`config.mk`:
```
export PLATFORM = sky130hd
export DESIGN_NAME = eco_output_core
export DESIGN_NICKNAME = d
export VERILOG_FILES = /design/src/core/eco_pkg.sv /design/src/core/eco_uvw_phase.sv /design/src/core/eco_output_core.sv
export VERILOG_INCLUDE_DIRS = /design/src /design/src/core
export SDC_FILE = /design/constraint.sdc
export NUM_CORES = 1
export LEC_CHECK = 0
export BUFFER_PORTS_ARGS = -buffer_cell sky130_fd_sc_hd__clkbuf_2
export CELL_PAD_IN_SITES_DETAIL_PLACEMENT = 0
export CELL_PAD_IN_SITES_GLOBAL_PLACEMENT = 1
export CORE_MARGIN = 4
export CORE_UTILIZATION = 50
export DETAILED_ROUTE_END_ITERATION = 12
export PLACE_DENSITY_LB_ADDON = 0.1
export SETUP_SLACK_MARGIN = 0.05
export SYNTH_ARGS = -nofsm -noshare
export SYNTH_HDL_FRONTEND = slang
export SYNTH_SLANG_ARGS = --single-unit
```
`constraint.sdc`:
```
create_clock -name sys_clk -period 26.8 [get_ports sys_clk]
set_clock_uncertainty 0.2 [all_clocks]
set_input_delay 1.34 -clock sys_clk [delete_from_list [all_inputs] [get_ports sys_clk]]
set_output_delay 1.34 -clock sys_clk [all_outputs]
set_load 0.02 [all_outputs]
```
`src/core/eco_consts.svh`:
```
`ifndef ECO_CONSTS_SVH
`define ECO_CONSTS_SVH

// =============================================================
// Register word indices (Avalon word address)
`define ECO_REG_CONFIG      3'h0
`define ECO_REG_WINDOW      3'h1
`define ECO_REG_MODE        3'h2
`define ECO_REG_WARN        3'h3
`define ECO_REG_STATUS      3'h4

// =============================================================
// Field positions
`define ECO_GRAN_LSB        0
`define ECO_WFE_BIT         12
`define ECO_ESI_LSB         16
`define ECO_WIN_LSB         12
`define ECO_REV_BIT         0
`define ECO_FLIP_BIT        1
`define ECO_IWS_LSB         4
`define ECO_WARN_BIT        0

// =============================================================
// Reset values
`define ECO_GRAN_RST        4'h3
`define ECO_ESI_RST         6'h08
`define ECO_WIN_RST         6'h00
`define ECO_IWS_RST         2'h0

// =============================================================
// Timing: edge step unit 0.125 us, clock period 40 ns
`define ECO_STEP_UNIT_NS    16'h007d
`define ECO_CLK_PERIOD_NS   16'h0028

`endif

```
`src/core/eco_pkg.sv`:
```
package eco_pkg;

	typedef logic [13:0] eco_angle_type;
	typedef logic [2:0]  eco_sector_type;

	typedef enum logic [1:0] {
		ECO_DIR_NONE,
		ECO_DIR_FWD,
		ECO_DIR_BACK
	} eco_dir_type;

endpackage

```
`src/core/eco_uvw_phase.sv`:
```
`timescale 1ns/1ps
`default_nettype none

module eco_uvw_phase #(
	parameter logic [2:0] OFFSET = 3'h0
) (
	input  wire logic [2:0] sector, // Electrical sector 0..5
	output logic            phaseHigh // Phase level, uninverted
);
	logic [2:0] rel;

	// Phase is high for three of six sectors, shifted by OFFSET
	always_comb begin
		if (sector >= OFFSET) begin
			rel = sector - OFFSET;
		end else begin
			rel = sector + 3'h6 - OFFSET;
		end
		phaseHigh = (rel < 3'h3);
	end

endmodule

`default_nettype wire

```
`src/core/eco_output_core.sv`:
```
// Contract
// - Index pulse width selectable among four options
// - Increasing angle: zero at index rising edge
// - Decreasing angle: zero at index falling edge
// - Index width from granularity and width select
// - Rate limiting only when step interval nonzero
// - Skipped states stepped out at programmed interval
// - Samples nominally 1 us; interval may exceed
// - Limited outputs still track true position
// - Warning flag set whenever limiting occurs
// - Interval field bits 21:16, (k+1)*0.125 us
// - Granularity field bits 3:0 of config
// - Reversal with filter back-fills at limited rate
// - Window filter enable selects filtered angle
// - Commutation outputs switch at transition angles
// - One pair: 180 degree high, 120 apart
// - Granularity n gives n+1 pole pairs
// - Quadrature order 00,01,11,10 by direction
// - Polarity flip inverts all six outputs
// - Granularity 3..14 gives 2048 down to 1
//
// The implementer's own choices: register access over Avalon-MM and the address map.
`timescale 1ns/1ps
`default_nettype none
`include "eco_consts.svh"

module eco_output_core (
	input  wire logic                  sys_clk,         // 25 MHz clock
	input  wire logic                  sys_rst,         // Async reset
	input  wire logic [2:0]            avsAddress,      // Word address
	input  wire logic                  avsRead,         // Read request
	input  wire logic                  avsWrite,        // Write request
	input  wire logic [31:0]           avsWriteData,    // Write data
	input  wire logic [3:0]            avsByteEnable,   // Byte lanes
	output logic      [31:0]           avsReadData,     // Read data
	output logic                       avsWaitRequest,  // Bus stall
	input  wire eco_pkg::eco_angle_type angleSample,    // Raw angle
	input  wire eco_pkg::eco_angle_type hystAngleSample, // Filtered angle
	input  wire logic                  sampleValid,     // Sample strobe
	output logic                       encA,            // Quadrature A
	output logic                       encB,            // Quadrature B
	output logic                       encIndex,        // Index pulse
	output logic                       commU,           // Phase U
	output logic                       commV,           // Phase V
	output logic                       commW            // Phase W
);
	import eco_pkg::*;

	// =========================================================
	// Configuration state
	logic [3:0]    granularity;
	logic          windowFilterEnable;
	logic [5:0]    edgeStepInterval;
	logic [5:0]    hystWindow;
	logic          rotationReverse;
	logic          outputPolarityFlip;
	logic [1:0]    indexWidthSel;
	logic          stepLimitWarning;

	// =========================================================
	// Datapath signals
	eco_angle_type  angleReg;
	eco_angle_type  angleSel;
	logic [13:0]    qOut;
	logic [13:0]    qTarget;
	logic [13:0]    qMask;
	logic [13:0]    qDiff;
	logic [3:0]     qShift;
	logic [7:0]     stepTimer;
	logic [7:0]     stepCycles;
	logic [15:0]    stepNs;
	logic           limitOn;
	logic           stepAllowed;
	logic           dirFwd;
	logic           dirBack;
	logic           stepFwd;
	logic           stepBack;
	logic           stepNow;
	logic           limitEvent;
	logic [1:0]     abRaw;
	logic [2:0]     idxWidth;
	logic           indexRaw;
	eco_dir_type    lastDir;
	logic [4:0]     polePairs;
	logic [18:0]    elecProd;
	logic [16:0]    sectorProd;
	eco_sector_type sector;
	logic           uRaw;
	logic           vRaw;
	logic           wRaw;
	logic           busWrite;
	logic           warnClear;

	// =========================================================
	// Avalon slave: one wait cycle, then one answer cycle
	always_ff @(posedge sys_clk or posedge sys_rst) begin
		if (sys_rst) begin
			avsWaitRequest <= 1'b1;
		end else if (avsWaitRequest && (avsRead || avsWrite)) begin
			avsWaitRequest <= 1'b0;
		end else begin
			avsWaitRequest <= 1'b1;
		end
	end

	assign busWrite  = avsWrite && !avsWaitRequest;
	assign warnClear = busWrite && (avsAddress == `ECO_REG_WARN) &&
		avsByteEnable[0] && avsWriteData[`ECO_WARN_BIT];

	always_ff @(posedge sys_clk or posedge sys_rst) begin
		if (sys_rst) begin
			avsReadData <= 32'h0;
		end else if (avsRead && avsWaitRequest) begin
			unique case (avsAddress)
				`ECO_REG_CONFIG: avsReadData <= {10'h0, edgeStepInterval,
					3'h0, windowFilterEnable, 8'h0, granularity};
				`ECO_REG_WINDOW: avsReadData <= {14'h0, hystWindow, 12'h0};
				`ECO_REG_MODE:   avsReadData <= {26'h0, indexWidthSel, 2'h0,
					outputPolarityFlip, rotationReverse};
				`ECO_REG_WARN:   avsReadData <= {31'h0, stepLimitWarning};
				`ECO_REG_STATUS: avsReadData <= {3'h0, qOut[12:0], 6'h0,
					lastDir, 2'h0, wRaw, vRaw, uRaw, indexRaw, abRaw[0],
					abRaw[1]};
				default:         avsReadData <= 32'h0;
			endcase
		end
	end

	// Config word writes by byte lane
	always_ff @(posedge sys_clk or posedge sys_rst) begin
		if (sys_rst) begin
			granularity        <= `ECO_GRAN_RST;
			windowFilterEnable <= 1'b0;
			edgeStepInterval   <= `ECO_ESI_RST;
		end else if (busWrite && avsAddress == `ECO_REG_CONFIG) begin
			if (avsByteEnable[0]) begin
				granularity <= avsWriteData[`ECO_GRAN_LSB +: 4];
			end
			if (avsByteEnable[1]) begin
				windowFilterEnable <= avsWriteData[`ECO_WFE_BIT];
			end
			if (avsByteEnable[2]) begin
				edgeStepInterval <= avsWriteData[`ECO_ESI_LSB +: 6];
			end
		end
	end

	always_ff @(posedge sys_clk or posedge sys_rst) begin
		if (sys_rst) begin
			hystWindow <= `ECO_WIN_RST;
		end else if (busWrite && avsAddress == `ECO_REG_WINDOW) begin
			if (avsByteEnable[1]) begin
				hystWindow[3:0] <= avsWriteData[`ECO_WIN_LSB +: 4];
			end
			if (avsByteEnable[2]) begin
				hystWindow[5:4] <= avsWriteData[`ECO_WIN_LSB + 4 +: 2];
			end
		end
	end

	always_ff @(posedge sys_clk or posedge sys_rst) begin
		if (sys_rst) begin
			rotationReverse    <= 1'b0;
			outputPolarityFlip <= 1'b0;
			indexWidthSel      <= `ECO_IWS_RST;
		end else if (busWrite && avsAddress == `ECO_REG_MODE &&
				avsByteEnable[0]) begin
			rotationReverse    <= avsWriteData[`ECO_REV_BIT];
			outputPolarityFlip <= avsWriteData[`ECO_FLIP_BIT];
			indexWidthSel      <= avsWriteData[`ECO_IWS_LSB +: 2];
		end
	end

	// Sticky warning: a new event wins over a same-cycle clear
	always_ff @(posedge sys_clk or posedge sys_rst) begin
		if (sys_rst) begin
			stepLimitWarning <= 1'b0;
		end else if (limitEvent) begin
			stepLimitWarning <= 1'b1;
		end else if (warnClear) begin
			stepLimitWarning <= 1'b0;
		end
	end

	// =========================================================
	// Angle capture, filter select and direction reverse
	assign angleSel = windowFilterEnable ? hystAngleSample
		: angleSample;

	always_ff @(posedge sys_clk or posedge sys_rst) begin
		if (sys_rst) begin
			angleReg <= 14'h0;
		end else if (sampleValid) begin
			angleReg <= rotationReverse ? (14'h0 - angleSel)
				: angleSel;
		end
	end

	// =========================================================
	// Quadrature position from granularity
	always_comb begin
		if (granularity < 4'h3) begin
			qShift = 4'h1;
		end else if (granularity == 4'hf) begin
			qShift = 4'hc;
		end else begin
			qShift = granularity - 4'h2;
		end
	end

	assign qMask   = 14'h3fff >> qShift;
	assign qTarget = angleReg >> qShift;
	assign qDiff   = (qTarget - qOut) & qMask;
	assign dirFwd  = (qDiff != 14'h0) && (qDiff <= (qMask >> 1));
	assign dirBack = (qDiff != 14'h0) && !dirFwd;

	// =========================================================
	// Edge step limiter
	assign stepNs = ({10'h0, edgeStepInterval} + 16'h1) *
		`ECO_STEP_UNIT_NS;
	assign stepCycles = 8'((stepNs + `ECO_CLK_PERIOD_NS - 16'h1) /
		`ECO_CLK_PERIOD_NS);
	assign limitOn     = (edgeStepInterval != 6'h0);
	assign stepAllowed = !limitOn || (stepTimer == 8'h0);
	assign stepFwd     = dirFwd && stepAllowed;
	assign stepBack    = dirBack && stepAllowed;
	assign stepNow     = stepFwd || stepBack;
	// Limiting takes place on a skipped state or a held step
	assign limitEvent  = limitOn && (dirFwd || dirBack) &&
		(!stepAllowed || (dirFwd && qDiff != 14'h1) ||
		(dirBack && qDiff != qMask));

	always_ff @(posedge sys_clk or posedge sys_rst) begin
		if (sys_rst) begin
			stepTimer <= 8'h0;
		end else if (!limitOn) begin
			stepTimer <= 8'h0;
		end else if (stepNow) begin
			stepTimer <= stepCycles - 8'h1;
		end else if (stepTimer != 8'h0) begin
			stepTimer <= stepTimer - 8'h1;
		end
	end

	// Output position walks toward the target; a filtered
	// reversal jump is back-filled here at the limited rate
	always_ff @(posedge sys_clk or posedge sys_rst) begin
		if (sys_rst) begin
			qOut <= 14'h0;
		end else if (stepFwd) begin
			qOut <= (qOut + 14'h1) & qMask;
		end else if (stepBack) begin
			qOut <= (qOut - 14'h1) & qMask;
		end
	end

	always_ff @(posedge sys_clk or posedge sys_rst) begin
		if (sys_rst) begin
			lastDir <= ECO_DIR_NONE;
		end else if (stepFwd) begin
			lastDir <= ECO_DIR_FWD;
		end else if (stepBack) begin
			lastDir <= ECO_DIR_BACK;
		end
	end

	assign abRaw    = {qOut[1], qOut[1] ^ qOut[0]};
	// Index high on the first states after zero: rising edge at
	// zero going up, falling edge at zero going down
	assign idxWidth = {1'b0, indexWidthSel} + 3'h1;
	assign indexRaw = (qOut < {11'h0, idxWidth});

	// =========================================================
	// Commutation phases
	assign polePairs  = {1'b0, granularity} + 5'h1;
	assign elecProd   = angleReg * polePairs;
	assign sectorProd = {3'h0, elecProd[13:0]} * 17'h6;
	assign sector     = sectorProd[16:14];

	eco_uvw_phase #(.OFFSET(3'h0)) uPhase (
		.sector    (sector),
		.phaseHigh (uRaw)
	);
	eco_uvw_phase #(.OFFSET(3'h2)) vPhase (
		.sector    (sector),
		.phaseHigh (vRaw)
	);
	eco_uvw_phase #(.OFFSET(3'h4)) wPhase (
		.sector    (sector),
		.phaseHigh (wRaw)
	);

	// =========================================================
	// Output flip-flops with polarity flip
	always_ff @(posedge sys_clk or posedge sys_rst) begin
		if (sys_rst) begin
			encA     <= 1'b0;
			encB     <= 1'b0;
			encIndex <= 1'b1;
			commU    <= 1'b1;
			commV    <= 1'b0;
			commW    <= 1'b1;
		end else begin
			encA     <= abRaw[1] ^ outputPolarityFlip;
			encB     <= abRaw[0] ^ outputPolarityFlip;
			encIndex <= indexRaw ^ outputPolarityFlip;
			commU    <= uRaw ^ outputPolarityFlip;
			commV    <= vRaw ^ outputPolarityFlip;
			commW    <= wRaw ^ outputPolarityFlip;
		end
	end
endmodule

`default_nettype wire

```
==> qor.yml, run 1 <==
sta:
  drv_slew: 0
  rsz0062_at_grt: "no"
  fmax_ghz: 0.0991
  hold_violations: 0
  worstMarginPinSlew_ps: 1150
  post-route-min-period_ps: 10090
  setup_viol: 0
  setup_tns_ps: 0
  period_share_pct: 37.7
  slew_headroom_pct: 23.4
clock_network:
  clk_path_buf_depth: 2
  cts.sinks: 92
  post_cts_resized: 0
  cts-hold-fix-buffers: 0
  cts_tree: "yes"
  postCtsSetupBuffers: 0
  insertion_delay_ps: 360
  h-tree-depth: 3
  clk_pin_slew_ps: 80
  cts.root.buffer_cell: "clkbuf_16"
  cts-buffers-inserted: 9
routing:
  wirelength_mm: 29.3
  wl_per_cell_um: 16.9
  drt-vias-per-instance: 5.67
  ant_nets: 0
  via_count: 9845
  dr.first_iter.drc_count: 532
  drcViolationCount: 0
  firstDrtPassIters: 5
critical_path:
  critPathLaunch: "edgeStepInterval[0]"
  crit_buf_inv: 3
  r2r_slack_ps: 16710
  reg2reg_from: "edgeStepInterval[0]"
  cp_top_family: "adder cells"
  crit_arrival_ps: 10110
  critPathLaunchType: "register"
  setup.worst_path.class: "register to register"
  slowest_delay_ps: 740
  slowest_stage: "xnor2_1"
  cp_max_fo: 15
  crit_top_cell: "ha_1"
  cp-end-kind: "register"
  worstPathRequired_ps: 26820
logic_synthesis:
  synth_top_area_cell: "dfrtp_1"
  synth_xor_xnor_area_share_pct: 6.85
  async_flop_share_pct: 100
  ys_ff_latch: 92
  synth-edff-count: 0
  synth-compound-area-share_pct: 20.8
  synthAdderAreaFrac_pct: 20.9
  synth_area_um2: 11600
  yosysWarningCount: 0
  syn-instance-count: 1362
  ys_types: 100
  yosysTopAreaCellShare_pct: 18.3
  synthFlopType: "dfrtp_1"
  muxShareOfSynthArea_pct: 7.67
  synth-simple-area-share_pct: 17.8
  syn_avg_cell_area_um2: 8.54
  synthTopCellsByArea: "dfrtp_1, ha_1, fa_1"
  synth_top_family_by_area: "adder cells"
  yosysSeqAreaShare_pct: 19.9
placed_design:
  port_buffers: 86
  dp_hpwl_mm: 23.1
  place_area_um2: 12300
  gp_congestion: 0.862
  dpl.cell_count: 1721
die:
  fp.dieW_um: 161
  ios: 111
  core_area_um2: 22800
  die_h_um: 161
  start_util_pct: 51.1
  rows: 55
  dieArea_um2: 25800
cells_and_area:
  finalNetCount: 1656
  antennaDiodeCount: 0
  layout-drive-gt1-share_pct: 14.5
  final_area_um2: 12600
  n_fill_cell: 2175
  finalNonFillerCells: 1737
  layout_common_cells: "nand2_1, ha_1, inv_1"
  layout_commonest_cell: "nand2_1"
  syn_to_final_growth_pct: 8.21
global_routing:
  antenna_found_initial: 0
  grt_first_pass_wirelength_mm: 49.0
  grt_max_degree: 55
  grt_usage_pct: 22.8
  grt_pass1_vias: 9533
  grt-ovfl-total: 0
worst_hold_path:
  hp-start: "avsReadData[12]"
  hp-class: "register to register"
job:
  cap_viol_max_count: 0
outcome:
  status: "finished clean"
[final timing paths]
path	cells past startpoint	end
worst max-delay path	32	stepTimer[6]
worst min-delay path	2	avsReadData[12]
worst max register to register	32	stepTimer[6]
worst min register to register	2	avsReadData[12]
max in group asynchronous	3	angleReg[0]
min in group asynchronous	2	avsReadData[13]
[kinds of logic (layout without fill, tap and decap cells)]
| logic type | after synthesis | count (layout) |
|---|---|---|
| and+or+nand+nor | 422 | 422 |
| buffers and inverters | 166 | 222 |
| muxes | 84 | 84 |
| other | 1 | 7 |
| AOI/OAI and AO/OA | 340 | 340 |
| adders and majority gates | 166 | 166 |
| DFF | 92 | 92 |
| xor gates and xnor gates | 91 | 91 |
[state kept, by name, indices dropped and copies added (netlist names), 2 cells and up]
name	count
angleReg	14
avsReadData	25
edgeStepInterval	6
granularity	4
hystWindow	6
indexWidthSel	2
lastDir	2
qOut	14
stepTimer	8
[through the flow]
stage	util [%]	setup WS, ps	hold slack (ps)
CTS	55.2	16720	286
global placement	53.9	16860	257
global route	55.2	15850	307
floorplan	-	18070	248
detailed placement	53.9	16750	268
finish	55.2	16710	277
[per-layer routing]
layer  share of wire, %  vias up  GRT usage (%)
met5                  0        -              0
met4                1.9        0           5.20
met3                3.4       29           3.36
met2                 45      164           36.5
met1                 49     4700           32.7
li1                   -     4952              -
[cells in the mapped netlist (13+ instances only)]
| master | instances |
|---|---|
| a21o_1 | 23 |
| a21oi_1 | 86 |
| a22o_1 | 18 |
| and2_1 | 27 |
| buf_4 | 13 |
| clkbuf_1 | 35 |
| dfrtp_1 | 85 |
| fa_1 | 47 |
| ha_1 | 118 |
| inv_1 | 106 |
| mux2_2 | 40 |
| mux2i_1 | 43 |
| nand2_1 | 163 |
| nand2b_1 | 15 |
| nand3_1 | 25 |
| nand4_1 | 15 |
| nor2_1 | 75 |
| nor2b_1 | 25 |
| nor3_1 | 17 |
| o21ai_0 | 62 |
| o31ai_1 | 16 |
| xnor2_1 | 60 |
| xor2_1 | 31 |
[worst min-delay path: stages, from the launching register on]
cell	delay [ps]
dfrtp_1	340
nand2_1	50
o41ai_1	50
[area by class of cell]
class                           instances  area [um^2]  share of cell area, %
Multi-Input combinational cell       1110         8640                   68.7
Sequential cell                        92         2310                   18.4
Timing Repair Buffer                  100          536                   4.26
Inverter                              106          400                   3.18
Tap cell                              313          392                   3.11
Clock buffer                           10          229                   1.82
Clock inverter                          6         76.3                  0.606
Power of run 1 is left out: the tool's default activity adds up to more than one toggle a clock period on the data nets, which glitch-free logic cannot reach.
==> run 2, diff against run 1 <==
--- a/config.mk
+++ b/config.mk
@@ -10,7 +10,7 @@
 export CELL_PAD_IN_SITES_DETAIL_PLACEMENT = 0
 export CELL_PAD_IN_SITES_GLOBAL_PLACEMENT = 1
 export CORE_MARGIN = 4
-export CORE_UTILIZATION = 50
+export CORE_UTILIZATION = 47
 export DETAILED_ROUTE_END_ITERATION = 12
 export PLACE_DENSITY_LB_ADDON = 0.1
 export SETUP_SLACK_MARGIN = 0.05
==> constraint.sdc (replaced) <==
create_clock -name sys_clk -period 10.5 [get_ports sys_clk]
set_clock_uncertainty 0.2 [all_clocks]
set_input_delay 0.525 -clock sys_clk [delete_from_list [all_inputs] [get_ports sys_clk]]
set_output_delay 0.525 -clock sys_clk [all_outputs]
set_load 0.02 [all_outputs]
==> run 2 against run 1 <==
  * Critical path depth shrank 2
  * Register-to-register slack lost 16000 ps
  * Core utilization shrank 3.2 points
  * Maximum frequency grew 5.4%
  * Largest cell class unchanged
  * Die area grew 6.1%
  * Highest routed layer unchanged
  * Cell count grew 1.1%
==> qor.yml, run 2 (synthesis results as in run 1) <==
outcome:
  status: "finished clean"
routing:
  drt-vias-per-instance: 5.64  # -0.48%
  drcViolationCount: 0  # unchanged
  wl_per_cell_um: 17.0  # +0.51%
  via_count: 9905  # +0.61%
  dr.first_iter.drc_count: 515  # -3.2%
  wirelength_mm: 29.8  # +1.6%
  firstDrtPassIters: 5  # unchanged
  ant_nets: 0  # unchanged
critical_path:
  worstPathRequired_ps: 10580  # -16240 ps
  cp_max_fo: 13  # -2
  setup.worst_path.class: "register to register"
  crit_arrival_ps: 9650  # -460 ps
  critPathLaunchType: "register"
  cp-end-kind: "register"
  slowest_delay_ps: 610  # -130 ps
  slowest_stage: "o211ai_2"
die:
  core_area_um2: 24300  # +6.8%
  fp.dieW_um: 165  # +3.0%
  ios: 111  # unchanged
  start_util_pct: 47.8  # -3.2 points
  die_h_um: 165  # +3.0%
  dieArea_um2: 27300  # +6.1%
  rows: 57  # +3.6%
clock_network:
  postCtsSetupBuffers: 0  # unchanged
  h-tree-depth: 3  # unchanged
  insertion_delay_ps: 360  # about the same
  cts_tree: "yes"
  clk_path_buf_depth: 2  # unchanged
  clk_pin_slew_ps: 80  # about the same
  cts.root.buffer_cell: "clkbuf_16"
  cts-buffers-inserted: 9  # unchanged
  cts.sinks: 92  # unchanged
sta:
  worstMarginPinSlew_ps: 1040  # -105 ps
  post-route-min-period_ps: 9570  # -519 ps
  setup_viol: 0  # unchanged
  setup_tns_ps: 0  # unchanged
  hold_violations: 0  # unchanged
  fmax_ghz: 0.104  # +5.4%
  timing.final.ws_setup_ps: 927  # -15780 ps
  period_share_pct: 91.2  # +54 points
  drv_slew: 0  # unchanged
  rsz0062_at_grt: "no"
  slew_headroom_pct: 30.4  # +7.0 points
global_routing:
  grt_first_pass_wirelength_mm: 50.1  # +2.2%
  use_met3_pct: 2.66  # -0.71 points
  grt_use_met1_pct: 33.0  # +0.24 points
  antenna_found_initial: 0  # unchanged
  grt_pass1_vias: 9697  # +1.7%
  grtUsageMet2_pct: 36.1  # -0.41 points
  grt_busiest_layer: "met2"
  grt-ovfl-total: 0  # unchanged
  grt_max_degree: 56  # +1.8%
  grt_usage_pct: 22.5  # -0.31 points
cells_and_area:
  finalNetCount: 1664  # +0.48%
  layout-drive-gt1-share_pct: 15.0  # +0.55 points
  reg.largest.list: "avsReadData (25), angleReg (14), qOut (14)"
  layout_common_cells: "nand2_1, ha_1, inv_1"
  largest_reg_flops: 25  # unchanged
  multi_input_area_um2: 8640  # about the same
  antennaDiodeCount: 0  # unchanged
  n_fill_cell: 2338  # +7.5%
  syn_to_final_growth_pct: 8.90
  top_register: "avsReadData"
  regArea_um2: 2310  # unchanged
  layout_commonest_cell: "nand2_1"
job:
  cap_viol_max_count: 0  # unchanged
placed_design:
  gp_congestion: 0.900  # +4.4%
  port_buffers: 86  # unchanged
  place_ws_ps: 937  # -15820 ps
  dp_hpwl_mm: 23.6  # +2.4%
worst_hold_path:
  hp-class: "input port to register"
## run 2: layer usage
layer / vias to the layer above / share of wire [%] / routed length (um)
met3: 29 / 3.8 / 1120
met4: 0 / 1.2 / 344
met2: 178 / 45 / 13400
met5: - / 0 / 0
li1: 4981 / - / -
met1: 4717 / 50 / 15000
## run 2: worst max-delay path, delay by kind of cell, from the launching register on
family,cells,cell delay (ps)
and+or+nand+nor,5,1300
DFF,1,560
xor gates and xnor gates,1,180
buffers and inverters,3,310
adders and majority gates,5,2350
AOI/OAI and AO/OA,15,4440
muxes,1,130
## run 2: layout make-up
cell class / instances / share of cell area, %
clock buffers: 9 / 1.78
clock inverters: 7 / 0.632
flip-flops and latches: 92 / 18.2
multi-input cells: 1110 / 68.3
repair buffers: 108 / 4.72
inverters: 106 / 3.16
well taps: 324 / 3.20
## run 2: what timing repair did
item | in CTS | in global routing
hold buffers | 1 | 0
endpoints found under the hold margin | 6 | 0
gates resized for setup | 0 | 1
endpoints found under the setup margin | 0 | 2
## run 2: final timing paths
kind / cells after the start / start / slack [ps] / to
setup reg to reg: 30 / edgeStepInterval[0] / 930 / stepTimer[7]
setup / recovery: 30 / edgeStepInterval[0] / 930 / stepTimer[7]
min in group asynchronous: 3 / sys_rst / 520 / edgeStepInterval[5]
hold reg to reg: 2 / lastDir[0] / 290 / lastDir[0]
hold / removal: 2 / avsRead / 130 / avsWaitRequest
max in group asynchronous: 4 / sys_rst / 8480 / angleReg[0]
## run 2: per-stage QoR
step | area [um^2] | util [%] | hold WS, ps | std cells
after detailed placement | 12300 | 50.8 | 274 | 1739
after global placement | 12300 | 50.8 | 262 | 1739
after floorplan | 11700 | - | 248 | 1368
after CTS | 12700 | 52.1 | 123 | 1756
final | 12700 | 52.1 | 131 | 1756
after global routing | 12700 | 52.1 | 149 | 1756
Power of run 2 is left out for the same reason.
